[config.mk]
export PLATFORM = sky130hd
export DESIGN_NAME = rsc_reset_source_controller
export DESIGN_NICKNAME = d
export VERILOG_FILES = /design/src/hdl/rsc_pkg.sv /design/src/hdl/rsc_reset_source_controller.sv
export SDC_FILE = /design/constraint.sdc
export NUM_CORES = 1
export LEC_CHECK = 0
export BUFFER_PORTS_ARGS = -buffer_cell sky130_fd_sc_hd__buf_2
export CAP_MARGIN = 20
export CELL_PAD_IN_SITES_DETAIL_PLACEMENT = 2
export CELL_PAD_IN_SITES_GLOBAL_PLACEMENT = 2
export CORE_MARGIN = 4
export CORE_UTILIZATION = 29
export DETAILED_ROUTE_END_ITERATION = 8
export GPL_TIMING_DRIVEN = 0
export PLACE_DENSITY = 0.79
export SYNTH_ARGS = -nofsm -noshare
export SYNTH_HDL_FRONTEND = slang
export SYNTH_SLANG_ARGS = --single-unit
[constraint.sdc]
create_clock -name clock -period 2.75 [get_ports clock]
set_input_delay 0 -clock clock [delete_from_list [all_inputs] [get_ports clock]]
set_output_delay 0 -clock clock [all_outputs]
set_load 0.05 [all_outputs]
[src/hdl/rsc_pkg.sv]
`default_nettype none

package rsc_pkg;

    // ---------------------------------------------
    // Timing
    // ---------------------------------------------
    localparam int CLK_PERIOD_NS = 50;
    localparam int T_RST_MAX_NS  = 2500;
    // Shortest pin pulse that asserts reset, rounded down
    localparam int PIN_FILT_CYC  = T_RST_MAX_NS / CLK_PERIOD_NS;
    localparam int BOD_QUAL_DEF  = 2;
    localparam int TOUT_BASE_DEF = 64;

    // ---------------------------------------------
    // Widths
    // ---------------------------------------------
    localparam int ADDR_W = 4;
    localparam int CNT_W  = 16;
    localparam int FILT_W = 8;

    // ---------------------------------------------
    // Register map
    // ---------------------------------------------
    localparam logic [ADDR_W-1:0] ADDR_FLAGS  = 4'h0;
    localparam logic [ADDR_W-1:0] ADDR_CTRL   = 4'h4;
    localparam logic [ADDR_W-1:0] ADDR_STATUS = 4'h8;

    localparam int FLAG_POR  = 0;
    localparam int FLAG_PIN  = 1;
    localparam int FLAG_BOD  = 2;
    localparam int FLAG_WDOG = 3;
    localparam logic [3:0] FLAGS_RST = 4'h1;

    localparam int CTRL_WDT_EN = 0;
    localparam int CTRL_COMPARATOR_BANDGAP_SEL   = 1;
    localparam logic [1:0] CTRL_RST = 2'h0;

    localparam int STAT_RESET  = 0;
    localparam int STAT_PIN    = 1;
    localparam int STAT_BOD    = 2;
    localparam int STAT_BG     = 3;
    localparam int STAT_PHASE  = 4;

    // ---------------------------------------------
    // Brown-out level codes
    // ---------------------------------------------
    localparam logic [2:0] BOD_OFF    = 3'h7;
    localparam logic [2:0] BOD_LVL_LO = 3'h5;
    localparam logic [2:0] BOD_LVL_HI = 3'h4;

    localparam logic [1:0] RESP_OKAY   = 2'h0;
    localparam logic [1:0] RESP_SLVERR = 2'h2;

    typedef enum logic [1:0] {
        PH_HOLD  = 2'h0,
        PH_COUNT = 2'h1,
        PH_RUN   = 2'h3,
        PH_WDOG  = 2'h2
    } rsc_phase_e;

    typedef enum logic [1:0] {
        SEL_FLAGS  = 2'h0,
        SEL_CTRL   = 2'h1,
        SEL_STATUS = 2'h2,
        SEL_NONE   = 2'h3
    } rsc_sel_e;

    typedef struct packed {
        logic       pin_reset_disable;
        logic [2:0] brownout_level_sel;
        logic [3:0] clock_source_sel;
        logic [1:0] startup_time_sel;
    } rsc_fuse_s;

    typedef struct packed {
        rsc_phase_e        phase;
        logic [CNT_W-1:0]  cnt;
        logic [FILT_W-1:0] pin_cnt;
        logic [FILT_W-1:0] bod_cnt;
        logic              pin_src;
        logic              bod_src;
        logic              sys_reset;
        logic [3:0]        flags;
        logic [1:0]        ctrl;
        logic              bod_en;
        logic              bod_lvl_hi;
        logic              bandgap_en;
        logic              aw_have;
        logic [ADDR_W-1:0] awaddr;
        logic              w_have;
        logic [7:0]        wdata;
        logic              wstrb0;
        logic              awready;
        logic              wready;
        logic              bvalid;
        logic [1:0]        bresp;
        logic              arready;
        logic              rvalid;
        logic [31:0]       rdata;
        logic [1:0]        rresp;
    } rsc_state_s;

endpackage : rsc_pkg

`default_nettype wire

[src/hdl/rsc_reset_source_controller.sv]
// What this block does
// - Reset from power-on, pin, watchdog, brown-out
// - Long enough pin low pulse asserts reset
// - Pin release starts delay, then leave reset
// - Supply up starts delay; supply drop reasserts instantly
// - Fuse disables the reset pin function
// - Level code: 111 off, 101/100 levels
// - Enabled brown-out below level resets after qualification
// - Supply above upper level starts delay
// - Brown-out ignores drops shorter than qualification
// - Watchdog resets only in system-reset mode
// - Watchdog reset pulse lasts one clock
// - Delay starts at end of watchdog pulse
// - Cause register bits 7..4 read zero
// - Bit 3 watchdog flag, cleared by POR/write-zero
// - Bit 2 brown-out flag, cleared by POR/write-zero
// - Bit 1 pin flag, cleared by POR/write-zero
// - Bit 0 power-on flag, cleared by write-zero
// - Bandgap on for brown-out, comparator or converter
// - Delay length from clock and start-up fuses
// - Reset returns peripherals to initial values
`default_nettype none

module rsc_reset_source_controller
    import rsc_pkg::*;
#(
    parameter int TOUT_BASE_CYC = TOUT_BASE_DEF,
    parameter int BOD_QUAL_CYC  = BOD_QUAL_DEF
) (
    // Clock and reset
    input  wire logic              clock,
    input  wire logic              rst,
    // Nonvolatile settings
    input  wire rsc_fuse_s         fuse,
    // Reset sources
    input  wire logic              por_active,
    input  wire logic              pin_reset_n,
    input  wire logic              wdt_timeout,
    input  wire logic              bod_below,
    input  wire logic              bod_above,
    // Reference requests
    input  wire logic              adc_enable,
    // Chip-wide outputs
    output logic                   sys_reset,
    output logic                   bod_enable,
    output logic                   bod_level_hi,
    output logic                   bandgap_enable,
    // AXI4-Lite write
    input  wire logic [ADDR_W-1:0] awaddr,
    input  wire logic              awvalid,
    output logic                   awready,
    input  wire logic [31:0]       wdata,
    input  wire logic [3:0]        wstrb,
    input  wire logic              wvalid,
    output logic                   wready,
    output logic [1:0]             bresp,
    output logic                   bvalid,
    input  wire logic              bready,
    // AXI4-Lite read
    input  wire logic [ADDR_W-1:0] araddr,
    input  wire logic              arvalid,
    output logic                   arready,
    output logic [31:0]            rdata,
    output logic [1:0]             rresp,
    output logic                   rvalid,
    input  wire logic              rready
);

    // ---------------------------------------------
    // Helpers
    // ---------------------------------------------
    function automatic rsc_sel_e decode(input logic [ADDR_W-1:0] a);
        rsc_sel_e r;
        case (a)
            ADDR_FLAGS:  r = SEL_FLAGS;
            ADDR_CTRL:   r = SEL_CTRL;
            ADDR_STATUS: r = SEL_STATUS;
            default:     r = SEL_NONE;
        endcase
        return r;
    endfunction : decode

    // Scaled per fuse pair; base is a parameter so sims can shorten
    function automatic logic [CNT_W-1:0] tout_cycles(input rsc_fuse_s f);
        logic [2:0] sel;
        sel = {f.clock_source_sel[0], f.startup_time_sel};
        return CNT_W'(TOUT_BASE_CYC) << sel;
    endfunction : tout_cycles

    localparam logic [FILT_W-1:0] PIN_LIM = FILT_W'(PIN_FILT_CYC);
    localparam logic [FILT_W-1:0] BOD_LIM = FILT_W'(BOD_QUAL_CYC);

    localparam rsc_state_s ST_RST = '{
        phase:      PH_HOLD,
        cnt:        '0,
        pin_cnt:    '0,
        bod_cnt:    '0,
        pin_src:    1'b0,
        bod_src:    1'b0,
        sys_reset:  1'b1,
        flags:      FLAGS_RST,
        ctrl:       CTRL_RST,
        bod_en:     1'b0,
        bod_lvl_hi: 1'b0,
        bandgap_en: 1'b0,
        aw_have:    1'b0,
        awaddr:     '0,
        w_have:     1'b0,
        wdata:      8'h00,
        wstrb0:     1'b0,
        awready:    1'b1,
        wready:     1'b1,
        bvalid:     1'b0,
        bresp:      RESP_OKAY,
        arready:    1'b1,
        rvalid:     1'b0,
        rdata:      32'h0000_0000,
        rresp:      RESP_OKAY
    };

    rsc_state_s s_reg;
    rsc_state_s s_next;

    // ---------------------------------------------
    // Next state
    // ---------------------------------------------
    always_comb begin
        logic       any_src;
        logic       ev_pin;
        logic       ev_bod;
        logic       ev_wdog;
        logic [3:0] keep;
        rsc_sel_e   wsel;
        rsc_sel_e   rsel;
        any_src = 1'b0;
        ev_pin  = 1'b0;
        ev_bod  = 1'b0;
        ev_wdog = 1'b0;
        keep    = 4'hF;
        wsel    = decode(s_reg.awaddr);
        rsel    = decode(araddr);
        s_next  = s_reg;

        // Fuse decode; reserved codes leave the detector off
        s_next.bod_en = (fuse.brownout_level_sel == BOD_LVL_LO)
                     || (fuse.brownout_level_sel == BOD_LVL_HI);
        s_next.bod_lvl_hi = (fuse.brownout_level_sel == BOD_LVL_HI);
        s_next.bandgap_en = s_next.bod_en
                         | s_reg.ctrl[CTRL_COMPARATOR_BANDGAP_SEL]
                         | adc_enable;

        // Pin filter: clock based, so a stopped clock cannot see it
        if (pin_reset_n || fuse.pin_reset_disable) begin
            s_next.pin_cnt = '0;
        end else if (s_reg.pin_cnt != PIN_LIM) begin
            s_next.pin_cnt = s_reg.pin_cnt + FILT_W'(1);
        end
        s_next.pin_src = (s_next.pin_cnt == PIN_LIM);

        // Brown-out qualification and hysteresis
        if (!bod_below || !s_next.bod_en) begin
            s_next.bod_cnt = '0;
        end else if (s_reg.bod_cnt != BOD_LIM) begin
            s_next.bod_cnt = s_reg.bod_cnt + FILT_W'(1);
        end
        if (!s_next.bod_en) begin
            s_next.bod_src = 1'b0;
        end else if (s_next.bod_cnt == BOD_LIM) begin
            s_next.bod_src = 1'b1;
        end else if (bod_above) begin
            s_next.bod_src = 1'b0;
        end

        any_src = por_active | s_next.pin_src | s_next.bod_src;

        // Reset sequencer
        case (s_reg.phase)
            PH_HOLD: begin
                if (!any_src) begin
                    s_next.phase = PH_COUNT;
                    s_next.cnt   = tout_cycles(fuse);
                end
            end
            PH_COUNT: begin
                if (any_src) begin
                    s_next.phase = PH_HOLD;
                end else if (s_reg.cnt <= CNT_W'(1)) begin
                    s_next.phase = PH_RUN;
                    s_next.cnt   = '0;
                end else begin
                    s_next.cnt = s_reg.cnt - CNT_W'(1);
                end
            end
            PH_RUN: begin
                if (any_src) begin
                    s_next.phase = PH_HOLD;
                end else if (wdt_timeout && s_reg.ctrl[CTRL_WDT_EN]) begin
                    s_next.phase = PH_WDOG;
                end
            end
            PH_WDOG: begin
                if (any_src) begin
                    s_next.phase = PH_HOLD;
                end else begin
                    s_next.phase = PH_COUNT;
                    s_next.cnt   = tout_cycles(fuse);
                end
            end
            default: begin
                s_next.phase = PH_HOLD;
            end
        endcase

        // Output is the registered phase decode, no extra lag
        s_next.sys_reset = (s_next.phase != PH_RUN);

        ev_pin  = s_next.pin_src & ~s_reg.pin_src;
        ev_bod  = s_next.bod_src & ~s_reg.bod_src;
        ev_wdog = (s_next.phase == PH_WDOG) && (s_reg.phase != PH_WDOG);

        // ---------------------------------------------
        // Bus write
        // ---------------------------------------------
        if (awvalid && s_reg.awready) begin
            s_next.aw_have = 1'b1;
            s_next.awaddr  = awaddr;
        end
        if (wvalid && s_reg.wready) begin
            s_next.w_have = 1'b1;
            s_next.wdata  = wdata[7:0];
            s_next.wstrb0 = wstrb[0];
        end
        if (s_reg.aw_have && s_reg.w_have && !s_reg.bvalid) begin
            s_next.aw_have = 1'b0;
            s_next.w_have  = 1'b0;
            s_next.bvalid  = 1'b1;
            s_next.bresp   = RESP_OKAY;
            case (wsel)
                SEL_FLAGS: begin
                    if (s_reg.wstrb0) begin
                        keep = s_reg.wdata[3:0];
                    end
                end
                SEL_CTRL: begin
                    if (s_reg.wstrb0) begin
                        s_next.ctrl = s_reg.wdata[1:0];
                    end
                end
                SEL_STATUS: begin
                    s_next.bresp = RESP_OKAY;
                end
                default: begin
                    s_next.bresp = RESP_SLVERR;
                end
            endcase
        end else if (s_reg.bvalid && bready) begin
            s_next.bvalid = 1'b0;
        end
        s_next.awready = ~s_next.aw_have;
        s_next.wready  = ~s_next.w_have;

        // Flags: writing zero clears, a same-cycle event still sets
        s_next.flags = s_reg.flags & keep;
        if (ev_wdog) begin
            s_next.flags[FLAG_WDOG] = 1'b1;
        end
        if (ev_bod) begin
            s_next.flags[FLAG_BOD] = 1'b1;
        end
        if (ev_pin) begin
            s_next.flags[FLAG_PIN] = 1'b1;
        end
        // Only power-on wipes the others; other resets keep them
        if (por_active) begin
            s_next.flags = FLAGS_RST;
        end

        // ---------------------------------------------
        // Bus read
        // ---------------------------------------------
        if (arvalid && s_reg.arready) begin
            s_next.arready = 1'b0;
            s_next.rvalid  = 1'b1;
            s_next.rresp   = RESP_OKAY;
            s_next.rdata   = 32'h0000_0000;
            case (rsel)
                SEL_FLAGS: begin
                    s_next.rdata[3:0] = s_reg.flags;
                end
                SEL_CTRL: begin
                    s_next.rdata[1:0] = s_reg.ctrl;
                end
                SEL_STATUS: begin
                    s_next.rdata[STAT_RESET] = s_reg.sys_reset;
                    s_next.rdata[STAT_PIN]   = s_reg.pin_src;
                    s_next.rdata[STAT_BOD]   = s_reg.bod_src;
                    s_next.rdata[STAT_BG]    = s_reg.bandgap_en;
                    s_next.rdata[STAT_PHASE +: 2] = s_reg.phase;
                end
                default: begin
                    s_next.rresp = RESP_SLVERR;
                end
            endcase
        end else if (s_reg.rvalid && rready) begin
            s_next.rvalid  = 1'b0;
            s_next.arready = 1'b1;
        end
    end

    // ---------------------------------------------
    // State register
    // ---------------------------------------------
    always_ff @(posedge clock) begin
        if (rst) begin
            s_reg <= ST_RST;
        end else begin
            s_reg <= s_next;
        end
    end

    // ---------------------------------------------
    // Outputs
    // ---------------------------------------------
    assign sys_reset      = s_reg.sys_reset;
    assign bod_enable     = s_reg.bod_en;
    assign bod_level_hi   = s_reg.bod_lvl_hi;
    assign bandgap_enable = s_reg.bandgap_en;
    assign awready        = s_reg.awready;
    assign wready         = s_reg.wready;
    assign bresp          = s_reg.bresp;
    assign bvalid         = s_reg.bvalid;
    assign arready        = s_reg.arready;
    assign rdata          = s_reg.rdata;
    assign rresp          = s_reg.rresp;
    assign rvalid         = s_reg.rvalid;

endmodule : rsc_reset_source_controller

`default_nettype wire

# Word-level counts from Yosys, hierarchy flattened

Index checks and enable logic that the tools add are counted.

Register bits: 76
Output and inout port bits: 45

Equal/unequal tests: 23
Reduce and logical (&&, ||, !) cells: 28
Bitwise operators: 11
Magnitude comparators: 1
Mux-type cells: 39
Add/subtract/negate cells: 3
Shift operators: 1

Operator list:

| kind                  | number |
|---|---|
| $mux 16               | 3 |
| $pmux 16 s3           | 1 |
| $mux 8                | 4 |
| $mux 18               | 1 |
| $mux 2                | 9 |
| $pmux 2 s3            | 3 |
| $add 8x1->8 const B   | 2 |
| $le 16x1->1 const B   | 1 |
| $shl 7x3->16 const A  | 1 |
| $sub 16x1->16 const B | 1 |
| $mux 4                | 3 |
| $mux 1                | 11 |
| $eq 2x2->1 const B    | 5 |
| $mux 10               | 1 |
| $ne 2x2->1 const B    | 5 |
| $logic_and 1x1->1     | 9 |
| $eq 4x3->1 const B    | 2 |
| $eq 4x4->1 const B    | 2 |
| $eq 8x2->1 const B    | 1 |
| $eq 8x6->1 const B    | 1 |
| $logic_not 4->1       | 2 |
| $ne 8x2->1 const B    | 1 |
| $ne 8x6->1 const B    | 1 |
| $pmux 2 s4            | 1 |
| other kinds (17)      | 35 |

# Longest topological paths before layout

Word-level depth: 14
Gate-level depth with buffers: 11

# Worst setup path before layout

OpenSTA, ideal clock, no wires.

Path kind: register to register
Start: reg s_reg[76] in the netlist's numbering
End: reg s_reg[85] in the netlist's numbering
Path buffers: 1
Path slack: 0.313 ns
Library setup time: 0.070 ns
Data arrival time: 2.366 ns
Cell stages (with the launch flop): 11
Path through: dfxtp_1 > inv_1 > ha_1 > or3b_1 > o221a_2 > nand4_1 > o21ai_0 > or3_4 > buf_6 > or3_1 > a21oi_1

Word-level cells in the longest chain between the ends: 8
Elaborated cells between the ends (all ways): 11

Ends and longest elaborated chain:

| element                                   | line                                                                   | source |
|---|---|---|
| start, declared                           | rsc_reset_source_controller.sv:121                                     | `rsc_state_s s_reg;` |
| start signal, assigned                    | rsc_reset_source_controller.sv:317                                     | `s_reg <= s_next;` |
| $add 8x1->8 or $ne 8x6->1 (tied branches) | rsc_reset_source_controller.sv:156, rsc_reset_source_controller.sv:155 |  |
| $mux 8 *                                  | rsc_reset_source_controller.sv:155                                     | `end else if (s_reg.pin_cnt != PIN_LIM) begin` |
| $mux 8 *                                  | rsc_reset_source_controller.sv:153                                     | `if (pin_reset_n \|\| fuse.pin_reset_disable) begin` |
| $eq 8x6->1 *                              | rsc_reset_source_controller.sv:158                                     | `s_next.pin_src = (s_next.pin_cnt == PIN_LIM);` |
| $or 1x1->1 * (2 in series)                | rsc_reset_source_controller.sv:174                                     | `any_src = por_active \| s_next.pin_src \| s_next.bod_src;` |
| $ne 2x2->1 (no line)                      | n/a                                                                    |  |
| $reduce_and 4->1 (no line) *              | n/a                                                                    |  |

Every way passes the cells marked *; elsewhere a longest branch is shown, timed or not.
A chain may end at the register's enable or synchronous reset.

# Final worst setup path

Start: reg s_reg[76] in the netlist's numbering
End: reg s_reg[86] in the netlist's numbering

The elaborated chain is that of the path after synthesis.

==> impl_metrics.json <==
{
  "outcome": "complete, no violations",
  "slowest_delay_ps": 400,
  "synth_compound_area_share_pct": 17.9,
  "grt_pass1_wl_um": 20400,
  "synth.area.mux_share_pct": 2.25,
  "first_global_vias": 4025,
  "grt_overflow": 0,
  "crit_chain": "inv_2, ha_1, or3b_4, o221a_2, nand4_1, o21ai_4, or3_4, buf_6, clkbuf_4, o21ai_1, a21oi_1",
  "powerDensity_nw_per_um2": 560,
  "netlist_instances": 459,
  "worstSetupEndpointType": "register",
  "hp-class": "in -> reg",
  "fillers": 1479,
  "drcViolationCount": 0,
  "core-area_um2": 12600,
  "die_x_um": 121,
  "final-seq-area_um2": 1410,
  "relSlewSlack_pct": 43.3,
  "synth_edf_count": 0,
  "synth_top_family_by_area": "simple AND/OR/NAND/NOR gates",
  "final-setup-viol-count": 0,
  "seq_area_frac_synth_pct": 37.6,
  "report.final.hold_viol_count": 0,
  "maxCapViolations": 0,
  "wl_per_cell_um": 17.0,
  "synthXorXnorAreaFrac_pct": 2.12,
  "viasPerCell": 4.94,
  "setup_tns_ps": 0,
  "async_reset_ff_share_pct": 0,
  "fin_crit_sh_pct": 96.6,
  "synth_ff_type": "dfxtp_1",
  "ys_ff_latch": 70,
  "hold_ws_ps": 43.4,
  "antenna_found_initial": 0,
  "synth.avg_cell_area_um2": 8.11,
  "clk_pin_slew_ps": 60,
  "drt-initial-drc-count": 179,
  "largest_reg_flops": 53,
  "worst_slew_pin_slew_ps": 845,
  "fin_nets": 642,
  "vias": 3666,
  "areaGrowthSynthToFinish_pct": 30.5,
  "dieArea_um2": 14700,
  "critPathLaunchType": "register",
  "yosys.area_share.simple_pct": 26.3,
  "netlist-cell-type-count": 57,
  "start_util_pct": 29.5,
  "crit_arrival_ps": 2850,
  "postRouteAntennaNets": 0,
  "finClkSkew_ps": 12.3,
  "max-clock-path-buffers": 2,
  "path_class": "reg -> reg",
  "grt_max_degree": 13,
  "cts_buffers": 9,
  "maxSlewViolCount": 0,
  "p_leak_nw": 2.01,
  "cts_sinks": 70,
  "layout_common_cells": "dfxtp_1, nand2_1, buf_2, nor2_1, buf_4",
  "placement.io_buffers": 48,
  "place.gp.congestion": 0.789,
  "final_area_um2": 4860,
  "clk_latency_ps": 340,
  "placed_cell_area_um2": 4280,
  "cp_max_fo": 10,
  "max_freq_ghz": 0.376,
  "vdd_ir_drop_max_uv": 276,
  "wl_um": 12600,
  "htreeDepth": 3,
  "mostFrequentLayoutCell": "dfxtp_1",
  "io_pins": 112,
  "die_h_um": 121,
  "cp_slowest_cell": "or3b_4",
  "cts_tree": "yes",
  "rrSetupSlack_ps": 90,
  "multiInputGateArea_um2": 2110,
  "synthAdderAreaFrac_pct": 3.36,
  "track_usage_pct": 17.2,
  "dp.final_hpwl_um": 8810,
  "row_count": 41,
  "synthesis.area_um2": 3720,
  "drive_above_1_share_pct": 25.3,
  "first_pass_iters": 4,
  "path_delay_family": "simple AND/OR/NAND/NOR gates",
  "root_buffer": "clkbuf_16",
  "yosys_warnings": 0,
  "crit_required_ps": 2940,
  "antennaDiodeCount": 0,
  "path_buf_inv": 3,
  "fin_crit_ps": 2660
}
## worst min-delay path, stage by stage
cell      delay, ps
buf_2           110
a21oi_1         160
a211oi_1         60
## per-layer routing
layer / vias to the layer above / track usage, % / wire length (um) / part of all wire, %
li1: 1761 / - / - / -
met1: 1803 / 20.9 / 5610 / 44
met2: 80 / 30.6 / 6260 / 50
met3: 22 / 2.33 / 418 / 3.3
met4: 0 / 6.79 / 313 / 2.5
met5: - / 0 / 0 / 0
## worst paths after layout
kind / from / endpoint / depth (start not counted)
max reg2reg: s_reg[76] / s_reg[86] / 11
min reg2reg: s_reg[41] / s_reg[41] / 2
max: s_reg[76] / s_reg[86] / 11
min: arvalid / rresp[1] / 3
## final cells by class
class | count | share of cell area [%]
well taps | 172 | 4.43
multi-input cells | 355 | 43.5
clock inverters | 5 | 1.21
flip-flops and latches | 70 | 29.0
repair buffers | 68 | 8.91
clock buffers | 11 | 4.99
plain buffers | 50 | 7.13
inverters | 11 | 0.850
## cell families after synthesis
family	Yosys count
simple gates	191
compound gates	109
flops	70
buf+inv	61
fa+ha+maj	10
xor+xnor	9
mux	8
other cells	1
## Yosys cell counts, types with 5 or more instances
| master | instances | area share (%) |
|---|---|---|
| dfxtp_1 | 70 | 38 |
| nand2_1 | 53 | 5.3 |
| nor2_1 | 46 | 4.6 |
| a21oi_1 | 38 | 5.1 |
| buf_4 | 38 | 7.7 |
| o21ai_0 | 30 | 4.0 |
| nor3_1 | 15 | 2.0 |
| nand3_1 | 14 | 1.9 |
| inv_1 | 11 | 1.1 |
| ha_1 | 10 | 3.4 |
| nand2b_1 | 9 | 1.5 |
| nor2b_1 | 9 | 1.5 |
| clkbuf_1 | 8 | 0.81 |
| and2_1 | 6 | 1.0 |
| a211oi_1 | 5 | 1.0 |
| mux2i_1 | 5 | 1.3 |
| nand4_1 | 5 | 0.84 |
| or3_1 | 5 | 0.84 |
| xor2_1 | 5 | 1.2 |
## through the flow
step | util, % | power, mW | std cells | setup slack [ps]
2_1_floorplan | - | 1.40 | 486 | 313
3_3_place_gp | 33.9 | 1.49 | 706 | -263
3_5_place_dp | 33.9 | 1.51 | 706 | -392
4_1_cts | 38.0 | 2.73 | 741 | 20.9
5_1_grt | 38.5 | 2.84 | 742 | -34.1
6_report | 38.5 | 2.72 | 742 | 93.8
## power breakdown
group / leakage, nW / total [mW] / internal [mW] / switching (mW)
registers: 0.571 / 1.07 / 1.05 / 0.0284
clock network: 0.142 / 1.20 / 0.728 / 0.472
logic: 1.30 / 0.449 / 0.147 / 0.301
total: 2.01 / 2.72 / 1.92 / 0.801
## what timing repair did
item | CTS | global route
setup buffers | 2 | 1
setup endpoints to repair | 17 | 17
resized for setup | 10 | 25
hold buffers | 17 | 0
hold endpoints to repair | 19 | 0
pin swaps | 1 | 2
No activity file was read; power rests on OpenSTA's default activity.
